## src/rtl/pid_pkg.sv

```systemverilog
// constants for the pci/isa address decoder: commands, address blocks,
// config bit positions and isa cycle timing.
// assumes 64 kbyte block granularity for every fixed window.
package pid_pkg;
    // pci bus commands
    localparam logic [3:0] CMD_IO_RD   = 4'h2;
    localparam logic [3:0] CMD_IO_WR   = 4'h3;
    localparam logic [3:0] CMD_MEM_RD  = 4'h6;
    localparam logic [3:0] CMD_MEM_WR  = 4'h7;
    localparam logic [3:0] CMD_CFG_RD  = 4'hA;
    localparam logic [3:0] CMD_CFG_WR  = 4'hB;
    localparam logic [3:0] CMD_MEM_RDM = 4'hC;
    localparam logic [3:0] CMD_MEM_RDL = 4'hE;
    localparam logic [3:0] CMD_MEM_WRI = 4'hF;
    // 64 kbyte block numbers of the bios windows (addr[31:16])
    localparam logic [15:0] BLK_BIOS_UP   = 16'h000F;
    localparam logic [15:0] BLK_BIOS_LO   = 16'h000E;
    localparam logic [15:0] BLK_ALIAS_UP  = 16'hFFFF;
    localparam logic [15:0] BLK_ALIAS_LO  = 16'hFFFE;
    localparam logic [15:0] BLK_EXT_FIRST = 16'hFFF8;
    localparam logic [15:0] BLK_EXT_LAST  = 16'hFFFD;
    localparam logic [15:0] BLK_1M_FIRST  = 16'hFFF0;
    localparam logic [15:0] BLK_1M_LAST   = 16'hFFF7;
    // pci top byte for the 16 mbyte isa window
    localparam logic [7:0]  PCI_ISA_TOP   = 8'h00;
    // isa master blocks (isa_addr[26:16])
    localparam logic [10:0] IBLK_512K     = 11'h008;
    localparam logic [10:0] IBLK_640K     = 11'h00A;
    localparam logic [10:0] IBLK_LOW_BIOS = 11'h00E;
    localparam logic [10:0] IBLK_1M       = 11'h010;
    // peripheral_select_config bits
    localparam int PSC_WR_EN  = 2;
    localparam int PSC_LO_EN  = 6;
    localparam int PSC_EXT_EN = 7;
    localparam int PSC_1M_EN  = 9;
    // memory_top_limit bits
    localparam int MTL_512_BIT = 1;
    localparam int MTL_E_BIT   = 3;
    localparam int MTL_LSB     = 3;
    localparam int MTL_MSB     = 7;
    // window size code: 32 kbyte shifted by code
    localparam int WIN_MIN_SHIFT = 15;
    // forwarded cycle length in isa bus clocks, and default clk cycles per isa bus clock
    localparam int ISA_DEF_CYC = 6;
    localparam int ISA_DIV_DEF = 4;
    // one-hot cycle states
    typedef enum logic [3:0] {
        ST_IDLE = 4'b0001,
        ST_SUB  = 4'b0010,
        ST_ISA  = 4'b0100,
        ST_HOLD = 4'b1000
    } pid_state_t;
endpackage

```

## src/rtl/pid_dec_if.sv

```systemverilog
// bios window decode results passed from the bios decoder to the top.
// assumes a purely combinational producer.
`timescale 1ns/100ps
`default_nettype none
interface pid_dec_if;
    logic bios_zone; // address lies in any bios window
    logic bios_hit;  // window enabled, forward to isa
    logic rom_sel;   // rom select wanted for this access
    modport dec (output bios_zone, output bios_hit, output rom_sel);
    modport sink (input bios_zone, input bios_hit, input rom_sel);
endinterface
`default_nettype wire

```

## src/rtl/pid_win_match.sv

```systemverilog
// power-of-two window matcher, 32 kbyte to 4 mbyte.
// assumes base is aligned to the window size.
`timescale 1ns/100ps
`default_nettype none
module pid_win_match #(
    parameter int AW = 32
) (
    // window setup
    input  wire logic [AW-1:0] base,
    input  wire logic [2:0]    size_code,
    input  wire logic          en,
    // address under test
    input  wire logic [AW-1:0] addr,
    output logic               hit
);
    // shift reaches bit 22 for the largest window
    if (AW < 23) begin : g_bad_aw
        $error("AW too narrow");
    end

    // low bits ignored inside the window
    logic [AW-1:0] span;
    assign span = (AW'(1) << (pid_pkg::WIN_MIN_SHIFT + int'(size_code))) - AW'(1);
    assign hit  = en && ((addr & ~span) == (base & ~span));
endmodule
`default_nettype wire

```

## src/rtl/pid_bios_dec.sv

```systemverilog
// bios window decoder: enables per window and the write protect bit.
// assumes the select config is stable during an address phase.
`timescale 1ns/100ps
`default_nettype none
module pid_bios_dec (
    // access
    input  wire logic [31:0] addr,
    input  wire logic        write,
    // config
    input  wire logic [15:0] sel_cfg,
    // results
    pid_dec_if.dec           dec
);
    logic [15:0] blk; // 64 kbyte block number
    logic up, lo, ext, m1, hit;
    assign blk = addr[31:16];
    assign up  = (blk == pid_pkg::BLK_BIOS_UP) || (blk == pid_pkg::BLK_ALIAS_UP);
    assign lo  = (blk == pid_pkg::BLK_BIOS_LO) || (blk == pid_pkg::BLK_ALIAS_LO);
    assign ext = (blk >= pid_pkg::BLK_EXT_FIRST) && (blk <= pid_pkg::BLK_EXT_LAST);
    assign m1  = (blk >= pid_pkg::BLK_1M_FIRST) && (blk <= pid_pkg::BLK_1M_LAST);
    // top block never gated
    assign hit = up
        || (lo && sel_cfg[pid_pkg::PSC_LO_EN])
        || (ext && sel_cfg[pid_pkg::PSC_EXT_EN])
        || (m1 && sel_cfg[pid_pkg::PSC_1M_EN]);
    assign dec.bios_zone = up || lo || ext || m1;
    assign dec.bios_hit  = hit;
    // write protect keeps the select off for writes
    assign dec.rom_sel   = hit && (!write || sel_cfg[pid_pkg::PSC_WR_EN]);
endmodule
`default_nettype wire

```

## src/rtl/pid_addr_decoder.sv

```systemverilog
// pci/isa bridge address decoder: pci forward and claim decisions,
// bios rom select, default isa cycle timing and isa master routing.
// assumes all inputs are synchronous to clk; pci_end closes every
// cycle this block has taken.
`timescale 1ns/100ps
`default_nettype none
module pid_addr_decoder #(
    parameter int ISA_DIV = pid_pkg::ISA_DIV_DEF // clk cycles per isa bus clock
) (
    // clock and reset
    input  wire logic        clk,
    input  wire logic        rst_n,
    input  wire logic        ce,
    // configuration
    input  wire logic [15:0] peripheral_select_config,
    input  wire logic [7:0]  memory_top_limit,
    input  wire logic        subtractive_en,
    input  wire logic        ide_decode_en,
    input  wire logic        pm12_en,
    input  wire logic [31:0] pm12_base,
    input  wire logic [2:0]  pm12_size,
    input  wire logic        pm13_en,
    input  wire logic [31:0] pm13_base,
    input  wire logic [2:0]  pm13_size,
    input  wire logic        apic_en,
    input  wire logic [31:0] apic_base,
    input  wire logic [2:0]  apic_size,
    input  wire logic        hole_en,
    input  wire logic [26:0] hole_base,
    input  wire logic [2:0]  hole_size,
    // pci target side
    input  wire logic        pci_start,
    input  wire logic [31:0] pci_addr,
    input  wire logic [3:0]  pci_cmd,
    input  wire logic        pci_int_hit,
    input  wire logic        pci_ide_hit,
    input  wire logic        pci_isa_io_hit,
    input  wire logic        pci_sub_slot,
    input  wire logic        pci_other_claim,
    input  wire logic        pci_end,
    // pci decisions
    output logic             pci_claim_pos,
    output logic             pci_claim_sub,
    output logic             pci_to_isa,
    output logic             pci_to_internal,
    output logic             pci_to_ide,
    // isa cycle
    input  wire logic        isa_slave_claim,
    input  wire logic        isa_slave_ready,
    input  wire logic [7:0]  isa_data_in,
    output logic             bios_rom_select_n,
    output logic             isa_run,
    output logic             isa_8bit,
    output logic             isa_done,
    output logic [7:0]       isa_rd_data,
    // isa master and dma side
    input  wire logic        isa_req,
    input  wire logic [26:0] isa_addr,
    input  wire logic        isa_io,
    input  wire logic        isa_legacy_hit,
    output logic             isa_to_pci,
    output logic             isa_keep,
    output logic             isa_to_internal
);
    // default cycle length in clk cycles
    localparam int ISA_CYC_CLKS = pid_pkg::ISA_DEF_CYC * ISA_DIV;
    localparam int CNT_W = 8;

    // refuse settings the counter cannot hold
    if (ISA_DIV < 1 || ISA_CYC_CLKS > 255) begin : g_bad_div
        $error("ISA_DIV out of range");
    end

    // ---------------- pci command decode ----------------
    wire is_mem_wr = (pci_cmd == pid_pkg::CMD_MEM_WR) || (pci_cmd == pid_pkg::CMD_MEM_WRI);
    wire is_mem_rd = (pci_cmd == pid_pkg::CMD_MEM_RD) || (pci_cmd == pid_pkg::CMD_MEM_RDM)
                  || (pci_cmd == pid_pkg::CMD_MEM_RDL);
    wire is_mem = is_mem_wr || is_mem_rd;
    wire is_io  = (pci_cmd == pid_pkg::CMD_IO_RD) || (pci_cmd == pid_pkg::CMD_IO_WR);
    wire is_cfg = (pci_cmd == pid_pkg::CMD_CFG_RD) || (pci_cmd == pid_pkg::CMD_CFG_WR);
    wire is_wr  = is_mem_wr || (pci_cmd == pid_pkg::CMD_IO_WR);

    // below the 16 mbyte isa ceiling
    wire below16 = (pci_addr[31:24] == pid_pkg::PCI_ISA_TOP);

    // ---------------- window matchers ----------------
    logic pm12_hit, pm13_hit, apic_hit, hole_hit;

    // power-management device 12 window
    pid_win_match #(.AW(32)) u_pm12 (
        .base      (pm12_base),
        .size_code (pm12_size),
        .en        (pm12_en),
        .addr      (pci_addr),
        .hit       (pm12_hit)
    );
    // power-management device 13 window
    pid_win_match #(.AW(32)) u_pm13 (
        .base      (pm13_base),
        .size_code (pm13_size),
        .en        (pm13_en),
        .addr      (pci_addr),
        .hit       (pm13_hit)
    );
    // io apic window
    pid_win_match #(.AW(32)) u_apic (
        .base      (apic_base),
        .size_code (apic_size),
        .en        (apic_en),
        .addr      (pci_addr),
        .hit       (apic_hit)
    );
    // memory hole seen by isa masters
    pid_win_match #(.AW(27)) u_hole (
        .base      (hole_base),
        .size_code (hole_size),
        .en        (hole_en),
        .addr      (isa_addr),
        .hit       (hole_hit)
    );

    // ---------------- bios decode ----------------
    pid_dec_if bios_if ();
    pid_bios_dec u_bios (
        .addr  (pci_addr),
        .write (is_wr),
        .sel_cfg (peripheral_select_config),
        .dec   (bios_if)
    );

    // ---------------- pci claim decisions ----------------
    // internal registers win; config cycles never reach isa
    wire want_int = (is_io || is_cfg) && pci_int_hit;
    wire want_ide = is_io && ide_decode_en && pci_ide_hit && !want_int;
    // positive isa memory: bios regardless of decode mode
    wire pos_mem = is_mem && (bios_if.bios_hit
        || apic_hit
        || (!subtractive_en && (pm12_hit || pm13_hit)));
    wire pos_io  = is_io && pci_isa_io_hit;
    wire want_pos = !want_int && !want_ide && (pos_mem || pos_io);
    // disabled bios windows are never taken subtractively
    wire sub_mem = is_mem && below16 && !bios_if.bios_zone;
    wire sub_io  = is_io && !pci_isa_io_hit;
    wire want_sub = subtractive_en && !want_int && !want_ide && !want_pos
                 && (sub_mem || sub_io);

    // ---------------- cycle state ----------------
    pid_pkg::pid_state_t state;
    pid_pkg::pid_state_t next_state;
    logic             cyc_wr;     // captured write direction
    logic             cyc_rom;    // captured rom select wish
    logic [CNT_W-1:0] cnt;        // clk cycles into isa cycle
    logic             slave_seen; // slave took the cycle

    wire st_idle = (state == pid_pkg::ST_IDLE);
    wire st_sub  = (state == pid_pkg::ST_SUB);
    wire st_isa  = (state == pid_pkg::ST_ISA);
    wire st_hold = (state == pid_pkg::ST_HOLD);
    wire take    = st_idle && pci_start;
    wire sub_win = st_sub && pci_sub_slot && !pci_other_claim;
    // default cycle runs its full 6 bus clocks
    wire def_end = !slave_seen && !isa_slave_claim
                && (cnt == CNT_W'(ISA_CYC_CLKS - 1));
    wire slv_end = (slave_seen || isa_slave_claim) && isa_slave_ready;
    wire isa_end = st_isa && (def_end || slv_end);

    // next state
    always_comb begin
        next_state = state;
        unique case (state)
            pid_pkg::ST_IDLE: begin
                if (pci_start && want_pos) begin
                    next_state = pid_pkg::ST_ISA;
                end else if (pci_start && want_sub) begin
                    next_state = pid_pkg::ST_SUB;
                end else if (pci_start && (want_int || want_ide)) begin
                    next_state = pid_pkg::ST_HOLD;
                end
            end
            pid_pkg::ST_SUB: begin
                // another agent took it, or master gave up
                if (pci_end) begin
                    next_state = pid_pkg::ST_IDLE;
                end else if (sub_win) begin
                    next_state = pid_pkg::ST_ISA;
                end else if (pci_sub_slot) begin
                    next_state = pid_pkg::ST_HOLD;
                end
            end
            pid_pkg::ST_ISA: begin
                if (isa_end) begin
                    next_state = pid_pkg::ST_HOLD;
                end
            end
            pid_pkg::ST_HOLD: begin
                if (pci_end) begin
                    next_state = pid_pkg::ST_IDLE;
                end
            end
            default: next_state = pid_pkg::ST_IDLE;
        endcase
    end

    // state register
    always_ff @(posedge clk or negedge rst_n) begin
        if (!rst_n) begin
            state <= pid_pkg::ST_IDLE;
        end else if (ce) begin
            state <= next_state;
        end
    end

    // claim flags, captured once at the address phase
    always_ff @(posedge clk or negedge rst_n) begin
        if (!rst_n) begin
            pci_claim_pos   <= 1'b0;
            pci_to_internal <= 1'b0;
            pci_to_ide      <= 1'b0;
            cyc_wr          <= 1'b0;
            cyc_rom         <= 1'b0;
        end else if (ce) begin
            if (take) begin
                pci_claim_pos   <= want_int || want_ide || want_pos;
                pci_to_internal <= want_int;
                pci_to_ide      <= want_ide;
                cyc_wr          <= is_wr;
                cyc_rom         <= is_mem && bios_if.rom_sel;
            end else if ((st_hold || st_sub) && pci_end) begin
                pci_claim_pos   <= 1'b0;
                pci_to_internal <= 1'b0;
                pci_to_ide      <= 1'b0;
                cyc_rom         <= 1'b0;
            end
        end
    end

    // forward and subtractive claim, held to cycle end
    always_ff @(posedge clk or negedge rst_n) begin
        if (!rst_n) begin
            pci_to_isa    <= 1'b0;
            pci_claim_sub <= 1'b0;
        end else if (ce) begin
            if (take && want_pos) begin
                pci_to_isa <= 1'b1;
            end else if (sub_win) begin
                pci_to_isa    <= 1'b1;
                pci_claim_sub <= 1'b1;
            end else if (st_hold && pci_end) begin
                pci_to_isa    <= 1'b0;
                pci_claim_sub <= 1'b0;
            end
        end
    end

    // isa cycle: run flag, rom select, cycle counter
    wire enter_isa = (take && want_pos) || sub_win;
    wire rom_now   = take ? (is_mem && bios_if.rom_sel) : cyc_rom;
    always_ff @(posedge clk or negedge rst_n) begin
        if (!rst_n) begin
            isa_run           <= 1'b0;
            bios_rom_select_n <= 1'b1;
            cnt               <= '0;
            slave_seen        <= 1'b0;
            isa_8bit          <= 1'b0;
        end else if (ce) begin
            if (enter_isa) begin
                isa_run           <= 1'b1;
                bios_rom_select_n <= !rom_now;
                cnt               <= '0;
                slave_seen        <= 1'b0;
                isa_8bit          <= 1'b1;
            end else if (isa_end) begin
                isa_run           <= 1'b0;
                bios_rom_select_n <= 1'b1;
                isa_8bit          <= 1'b0;
            end else if (st_isa) begin
                cnt <= cnt + CNT_W'(1);
                if (isa_slave_claim) begin
                    // a claiming slave sets its own width and end
                    slave_seen <= 1'b1;
                    isa_8bit   <= 1'b0;
                end
            end
        end
    end

    // completion pulse and read data from the bus lines
    always_ff @(posedge clk or negedge rst_n) begin
        if (!rst_n) begin
            isa_done    <= 1'b0;
            isa_rd_data <= 8'h00;
        end else if (ce) begin
            isa_done <= isa_end;
            if (isa_end && !cyc_wr) begin
                isa_rd_data <= isa_data_in;
            end
        end
    end

    // ---------------- isa master and dma routing ----------------
    wire [10:0] iblk = isa_addr[26:16];
    wire [5:0]  top6 = {1'b0, memory_top_limit[pid_pkg::MTL_MSB:pid_pkg::MTL_LSB]} + 6'h01;
    wire [10:0] tom_blk = {1'b0, top6, 4'h0}; // top of memory, 64k blocks
    wire r_low  = iblk < pid_pkg::IBLK_512K;
    wire r_512  = (iblk >= pid_pkg::IBLK_512K) && (iblk < pid_pkg::IBLK_640K)
               && !memory_top_limit[pid_pkg::MTL_512_BIT];
    wire r_e    = (iblk == pid_pkg::IBLK_LOW_BIOS)
               && !peripheral_select_config[pid_pkg::PSC_LO_EN]
               && memory_top_limit[pid_pkg::MTL_E_BIT];
    wire r_ext  = (iblk >= pid_pkg::IBLK_1M) && (iblk < tom_blk) && !hole_hit;
    // anything else, including above top, stays on isa
    wire mem_pci = !isa_io && (r_low || r_512 || r_e || r_ext);
    // i/o from isa masters only ever hits legacy registers
    wire io_int  = isa_io && isa_legacy_hit;

    // routing held while the master request stands
    always_ff @(posedge clk or negedge rst_n) begin
        if (!rst_n) begin
            isa_to_pci      <= 1'b0;
            isa_keep        <= 1'b0;
            isa_to_internal <= 1'b0;
        end else if (ce) begin
            isa_to_pci      <= isa_req && mem_pci;
            isa_keep        <= isa_req && !isa_io && !mem_pci;
            isa_to_internal <= isa_req && io_int;
        end
    end

    // ---------------- checks ----------------
    // cycles counted in a default isa cycle
    logic [CNT_W-1:0] chk_len;
    always_ff @(posedge clk or negedge rst_n) begin
        if (!rst_n) begin
            chk_len <= '0;
        end else if (ce) begin
            chk_len <= isa_end ? '0 : (st_isa ? chk_len + CNT_W'(1) : '0);
        end
    end
endmodule
`default_nettype wire

```

## config.mk

```make
export PLATFORM = sky130hd
export DESIGN_NAME = pid_addr_decoder
export DESIGN_NICKNAME = d
export VERILOG_FILES = /design/src/rtl/pid_pkg.sv /design/src/rtl/pid_dec_if.sv /design/src/rtl/pid_win_match.sv /design/src/rtl/pid_bios_dec.sv /design/src/rtl/pid_addr_decoder.sv
export SDC_FILE = /design/constraint.sdc
export NUM_CORES = 1
export LEC_CHECK = 0
export ABC_AREA = 0
export BUFFER_PORTS_ARGS = -buffer_cell sky130_fd_sc_hd__buf_2
export CORE_MARGIN = 1.5
export CORE_UTILIZATION = 36
export DETAILED_ROUTE_END_ITERATION = 8
export GPL_TIMING_DRIVEN = 0
export PLACE_DENSITY = 0.67
export SETUP_SLACK_MARGIN = 0.1
export SYNTH_ARGS = -nofsm -noshare
export SYNTH_HDL_FRONTEND = slang
export SYNTH_SLANG_ARGS = --single-unit
```

## constraint.sdc

```tcl
create_clock -name clk -period 2.5 [get_ports clk]
set_input_delay 0.5 -clock clk [delete_from_list [all_inputs] [get_ports clk]]
set_output_delay 0.5 -clock clk [all_outputs]
set_load 0.05 [all_outputs]
```

Word-level counts from Yosys, hierarchy flattened
Index checks and enable logic that the tools add are counted.

Input port bits: 251. Output and inout bits: 20. Register bits after elaboration: 35.

Bitwise gates (word level): 13. Reductions and logical operators: 120. Multiplexer cells: 33. $lt $le $gt $ge: 9. Equal/unequal tests: 28. Shift-type cells: 4. $add $sub $neg: 10.

Operators with widths (number): 32-bit AND (6); 32-bit equality test (3); 32-bit NOT (3); 1-bit by 32-bit left shift with 32-bit output (first input constant) (3); 32-bit by 2-bit subtractor with 32-bit output (second input constant) (3); 27-bit AND (2); 1-bit logical AND (53); 16-bit equality test (second input constant) (2); 16-bit by 4-bit equality test with 1-bit output (second input constant) (2); 16-bit greater-or-equal comparator (second input constant) (2); 16-bit less-or-equal comparator (second input constant) (2); 4-bit two-way mux (8); 1-bit by 32-bit left shift with 27-bit output (first input constant) (1); 1-bit logical OR (31); 27-bit equality test (1); 27-bit NOT (1); 27-bit by 2-bit subtractor with 27-bit output (second input constant) (1); 4-bit equality test (second input constant) (6); 8-bit two-way mux (3); 11-bit by 4-bit less-than comparator with 1-bit output (second input constant) (2); 1-bit two-way mux (21); 4-bit by 3-bit adder with 5-bit output (first input constant) (4); 1-bit zero test (17); 4-bit case mux with 4 select lines (1); 22 further kinds (39).

Depth between registers and ports, before layout
Depth in word-level cells: 20. Depth in mapped cells: 18. Gate-level depth less buffers: 13.

Hierarchy
Synthesis repeated with hierarchy kept, for this count alone.

Cells, all modules: 733. Area total of the unflattened synthesis: 5711.7 µm².

By module, submodules not included: pid_win_match (u_apic ...) (times used 3, seq. area each 0.0 µm², area each 875.8 µm², cells an instance 124); pid_addr_decoder (times used 1, seq. area each 878.3 µm², area each 2120.8 µm², cells an instance 225); pid_win_match (u_hole) (times used 1, seq. area each 0.0 µm², area each 817.0 µm², cells an instance 117); pid_bios_dec (times used 1, seq. area each 0.0 µm², area each 146.4 µm², cells an instance 19).

Least setup slack after synthesis
No wires, ideal clock.

Kind: in2reg. Start point: in pm12_size[1]. End point: reg state[3]. Arrival time: 3.952 ns. Library setup time: 0.126 ns. Stages: 14. Data required time: 2.374 ns. Path buffers: 3. Setup slack: -1.578 ns. Path through: buf_4 > nor2_1 > ha_1 > buf_2 > inv_1 > or4_1 > ha_1 > clkbuf_1 > nor4_1 > nor4_1 > or4_1 > o41ai_2 > o21ai_0 > o311a_1.

Cells in the longest elaborated chain, start to end: 20. Elaborated cells between the ends (all ways): 24.

Ends and longest elaborated chain: start: declaration (line pid_addr_decoder.sv:21) `input wire logic [2:0] pm12_size,`; 4-bit by 3-bit adder with 5-bit output * (line pid_win_match.sv:23) `assign span = (AW'(1) << (pid_pkg::WIN_MIN_SHIFT + int'(size_code))) - AW'(1);`; 1-bit by 32-bit left shift with 32-bit output * (line pid_win_match.sv:23); 32-bit by 2-bit subtractor with 32-bit output * (line pid_win_match.sv:23); 32-bit NOT * (line pid_win_match.sv:24) `assign hit = en && ((addr & ~span) == (base & ~span));`; 32-bit AND (line pid_win_match.sv:24); 32-bit equality test * (line pid_win_match.sv:24); 1-bit logical AND * (line pid_win_match.sv:24); 1-bit logical OR * (line pid_addr_decoder.sv:138) `|| (!subtractive_en && (pm12_hit || pm13_hit)));`; (+4 left out); 1-bit logical AND * (line pid_addr_decoder.sv:140) `wire want_pos = !want_int && !want_ide && (pos_mem || pos_io);`; 1-bit zero test (line pid_addr_decoder.sv:144) `wire want_sub = subtractive_en && !want_int && !want_ide && !want_pos`; 1-bit logical AND (line pid_addr_decoder.sv:144); 1-bit logical AND (line pid_addr_decoder.sv:145) `&& (sub_mem || sub_io);`; 1-bit logical AND (line pid_addr_decoder.sv:174) `end else if (pci_start && want_sub) begin`; 4-bit two-way mux (line pid_addr_decoder.sv:174); 4-bit two-way mux (line pid_addr_decoder.sv:172) `if (pci_start && want_pos) begin`; 4-bit case mux with 4 select lines (line pid_addr_decoder.sv:170) `unique case (state)`; end signal: assignment (line pid_addr_decoder.sv:207) `state <= pid_pkg::ST_IDLE;`; end signal: assignment (line pid_addr_decoder.sv:209) `state <= next_state;`; end: declaration (line pid_addr_decoder.sv:148) `pid_pkg::pid_state_t state;`.

Mark *: on every way between the ends. The rest lies on a longest branch, timed or not. A chain may end at the register's enable or synchronous reset.

Worst setup path after layout
Start point: in pm13_size[1]. End point: reg pci_to_isa.

Cells in the longest elaborated chain, start to end: 16. Elaborated cells between the ends (all ways): 18.

Ends and longest elaborated chain: start: declaration (line pid_addr_decoder.sv:24) `input wire logic [2:0] pm13_size,`; 4-bit by 3-bit adder with 5-bit output * (line pid_win_match.sv:23); 1-bit by 32-bit left shift with 32-bit output * (line pid_win_match.sv:23); 32-bit by 2-bit subtractor with 32-bit output * (line pid_win_match.sv:23); 32-bit NOT * (line pid_win_match.sv:24); 32-bit AND (line pid_win_match.sv:24); 32-bit equality test * (line pid_win_match.sv:24); 1-bit logical AND * (line pid_win_match.sv:24); 1-bit logical OR * (line pid_addr_decoder.sv:138); 1-bit logical AND * (line pid_addr_decoder.sv:138); 1-bit logical OR * (line pid_addr_decoder.sv:138); 1-bit logical AND * (line pid_addr_decoder.sv:136) `wire pos_mem = is_mem && (bios_if.bios_hit`; 1-bit logical OR * (line pid_addr_decoder.sv:140); 1-bit logical AND * (line pid_addr_decoder.sv:140); 1-bit logical AND * (line pid_addr_decoder.sv:243) `if (take && want_pos) begin`; 3-bit nonzero test (no line); 2-bit AND reduction (no line); end signal: assignment (line pid_addr_decoder.sv:244) `pci_to_isa <= 1'b1;`; end signal: assignment (line pid_addr_decoder.sv:246) `pci_to_isa <= 1'b1;`; end signal: assignment (line pid_addr_decoder.sv:249) `pci_to_isa <= 1'b0;`; end: declaration (line pid_addr_decoder.sv:44) `output logic pci_to_isa,`.

Marks and branches as above.

==> results.toml <==
[power]
powerDensity_mw_per_mm2 = 443.5
power.ir.vdd_worst_uv = 704.0
leakagePower_nw = 3.579

[global_route]
antenna_found_initial = 3
gr-total-overflow = 0
largest_net_degree_at_the_start_of_global_routing = 36
grt_first_pass_wirelength_mm = 32.44
total_global_route_track_usage_pct = 25.38
grt_pass1_vias = 6269

[logic_synthesis]
dominantRegCellSynth = "sky130_fd_sc_hd__dfrtp_1"
synth.yosys.warnings = 0
synth_enable_flop_cells = 0
net_count_after_synthesis = 993
yosys_register_bits = 35
synth_top_cell_area_share_pct = 15.19
synthesis.area_per_instance_um2 = 7.487
synth.yosys.seq_area_share_pct = 16.16
synthesis.area_mm2 = 0.005435
cell_count_after_synthesis = 726
netlist_top_cells_area = "sky130_fd_sc_hd__dfrtp_1 15%, sky130_fd_sc_hd__xor2_1 12%, sky130_fd_sc_hd__xnor2_1 11%"
synth.largest_area_cell = "sky130_fd_sc_hd__dfrtp_1"
yosys.cell_types.count = 77
async_reset_ff_share_pct = 100.0

[detailed_routing]
ant_nets = 0
firstDrtPassIters = 6
postRouteWirelength_mm = 21.35
drt_iter0_drc = 565
wl_per_cell_um = 17.78
detail_route.drc_violations = 10
num_vias = 6671
via_per_inst = 5.555

[job]
maxCapViolCount = 0

[die]
chipHeight_um = 125.9
design.die.area_mm2 = 0.01584
core_region_area_mm2 = 0.01464
initial_utilization_pct = 37.12
floorplan.die.width_um = 125.9
num_io_pins = 271
rows = 44

[sta]
final_min_period_over_clock_period_pct = 146.2
timing.fmax_ghz = 0.2736
setup_viol = 20
finalCriticalPeriod_ns = 3.655
hold_slack_ns = 0.2965
final.setup.worst_slack_ns = -1.155
grt_setup_unrepaired = "yes"
worst_margin_pin_slew_ns = 0.7614
clock_skew_ns = 0.003701
final.setup.tns_ns = -20.29
timing_max_transition_violations_final = 0
slew_headroom_pct = 49.24
hold_violations = 0

[setup_path]
required_time_of_the_critical_path_ns = 2.67
setup.worst_path.start_class = "input pin"
critPathArrivalTime_ns = 3.83
timing_worst_setup_path_type = "input pin to flop"
worst_setup_path_end_kind = "flop"
maximum_fanout_along_the_worst_path = 10

[cells_and_area]
fraction_of_final_layout_cells_sized_beyond_drive_strength_1_pct = 39.31
reg.largest.list = "cnt (8), isa_rd_data (8), state (4)"
flow.area_growth_from_synthesis_pct = 49.77
final_net_count = 1281

[hold_path]
holdCritPathClass = "input pin to asynchronous set/reset pin"

[clock_network]
max-clock-path-buffers = 2
clock_tree_from_tritoncts = "yes"
cts-hold-fix-buffers = 0
cts-buffers-inserted = 5
clkLatencyLatePin_ns = 0.28
htree_num_levels = 2
sink_count_of_the_clock_tree = 35
ctsRootBufferMaster = "sky130_fd_sc_hd__clkbuf_16"
clkTransAtPathRegs_ns = 0.05

[status]
run_status = "complete, but fails checks"
failed_checks = "DRC, setup timing"

[placed_design]
finalWeightedCongestion = 0.9870
buffer_ports.inserted = 243
dp_hpwl_mm = 16.84
==> kinds of logic after synthesis <==
group,share of synthesized area (%)
AOI/OAI and AO/OA,25.28
xor gates and xnor gates,23.20
adders and majority gates,3.683
buffers and inverters,5.226
DFF,16.16
muxes,2.210
and+or+nand+nor,24.24
==> power by group <==
part	switching [mW]	total, mW	leakage (nW)	internal, mW
Clock	0.230	0.801	0.0900	0.570
Sequential	0.0907	0.822	0.465	0.731
Combinational	1.21	1.99	3.02	0.782
==> cell type report <==
type | instances | area [um2]
Multi-Input combinational cell | 619 | 4722
Buffer | 46 | 439.2
Tap cell | 184 | 230.2
Clock inverter | 3 | 67.56
Fill cell | 1413 | 6504
Antenna cell | 2 | 5.005
Sequential cell | 35 | 878.3
Inverter | 25 | 101.3
Timing Repair Buffer | 282 | 1572
Clock buffer | 5 | 125.1
==> critical path: stages <==
cell	delay, ns
sky130_fd_sc_hd__buf_2	0.12
sky130_fd_sc_hd__clkbuf_8	0.16
sky130_fd_sc_hd__nor2_4	0.13
sky130_fd_sc_hd__ha_4	0.22
sky130_fd_sc_hd__buf_4	0.18
sky130_fd_sc_hd__nand4b_1	0.11
sky130_fd_sc_hd__ha_2	0.18
sky130_fd_sc_hd__clkbuf_8	0.16
sky130_fd_sc_hd__nor2b_4	0.26
sky130_fd_sc_hd__o22ai_1	0.14
sky130_fd_sc_hd__a221oi_2	0.35
sky130_fd_sc_hd__a2111oi_2	0.09
sky130_fd_sc_hd__nand4b_1	0.22
sky130_fd_sc_hd__o41ai_4	0.11
sky130_fd_sc_hd__buf_4	0.17
sky130_fd_sc_hd__o31ai_4	0.28
sky130_fd_sc_hd__a21oi_4	0.13
sky130_fd_sc_hd__buf_6	0.16
sky130_fd_sc_hd__a21o_1	0.14
==> placed cells by master, fill, tap and decap left out, drive strengths merged, types with 25 or more instances in the layout <==
cell type / Yosys / final
nor2: 50 / 50
buf: 5 / 293
xnor2: 68 / 68
dfrtp: 33 / 33
nand2: 56 / 56
nand3: 25 / 25
xor2: 76 / 76
clkbuf: 42 / 40
o21ai: 51 / 51
a21oi: 35 / 35
==> routing by layer <==
metal | track usage (%) | up-vias | wire length, um
met2 | 41.05 | 272 | 9851
met5 | 0 | - | 13
met1 | 34.98 | 3107 | 9461
met3 | 3.738 | 44 | 1465
met4 | 7.843 | 2 | 560
li1 | - | 3246 | -
==> synthesized netlist by cell type, drive strengths merged (3+ instances only) <==
library cell   n
a21oi         35
nand2         56
nor3          18
a22oi          8
dfrtp         33
nand4b         7
a21o           5
inv           24
mux2i          3
buf            5
or4            8
a31oi         12
nor2b         13
nand2b         7
nor4           9
or3            4
o22ai          6
xor2          76
o41ai          5
o31ai          6
a2111oi        4
clkbuf        42
nand3         25
a2bb2oi        3
o21ai         51
nor2          50
a22o           3
and2           3
and3           6
o21a           6
nand3b         7
or4b           3
o211a          3
nand4         19
a221oi         5
ha            16
o2111ai        7
o211ai        13
xnor2         68
a211oi         4
mux2           8
==> final timing paths <==
check,startpoint,end,slack [ns],cells past startpoint
worst max-delay path,pm13_size[1],pci_to_isa,-1.16,19
worst min-delay path,rst_n,isa_to_internal,0.30,1
worst max register to register,state[0],cnt[0],0.19,8
worst min register to register,pci_to_ide,pci_to_ide,0.48,2
max in group asynchronous,rst_n,cnt[5],1.73,1
min in group clk,pci_int_hit,pci_to_ide,0.44,2
==> through the flow <==
step / utilization, % / instance area (um2) / power, mW / std cells / worst slack, ns
after global placement: 48.58 / 7114 / 2.615 / 1153 / -2.234
final: 55.59 / 8140 / 3.610 / 1201 / -1.155
after floorplan: - / 5668 / 2.038 / 726 / -1.114
after detailed placement: 48.58 / 7114 / 2.622 / 1153 / -2.131
after CTS: 53.62 / 7853 / 3.532 / 1190 / -1.277
after global routing: 55.59 / 8140 / 3.806 / 1201 / -1.291
==> repair_timing <==
item	in CTS	in global routing
setup buffers	28	10
pin swaps	46	41
cloned	1	0
resized for setup	68	55
setup endpoints to repair	28	31
No activity file was read; power rests on OpenSTA's default activity.
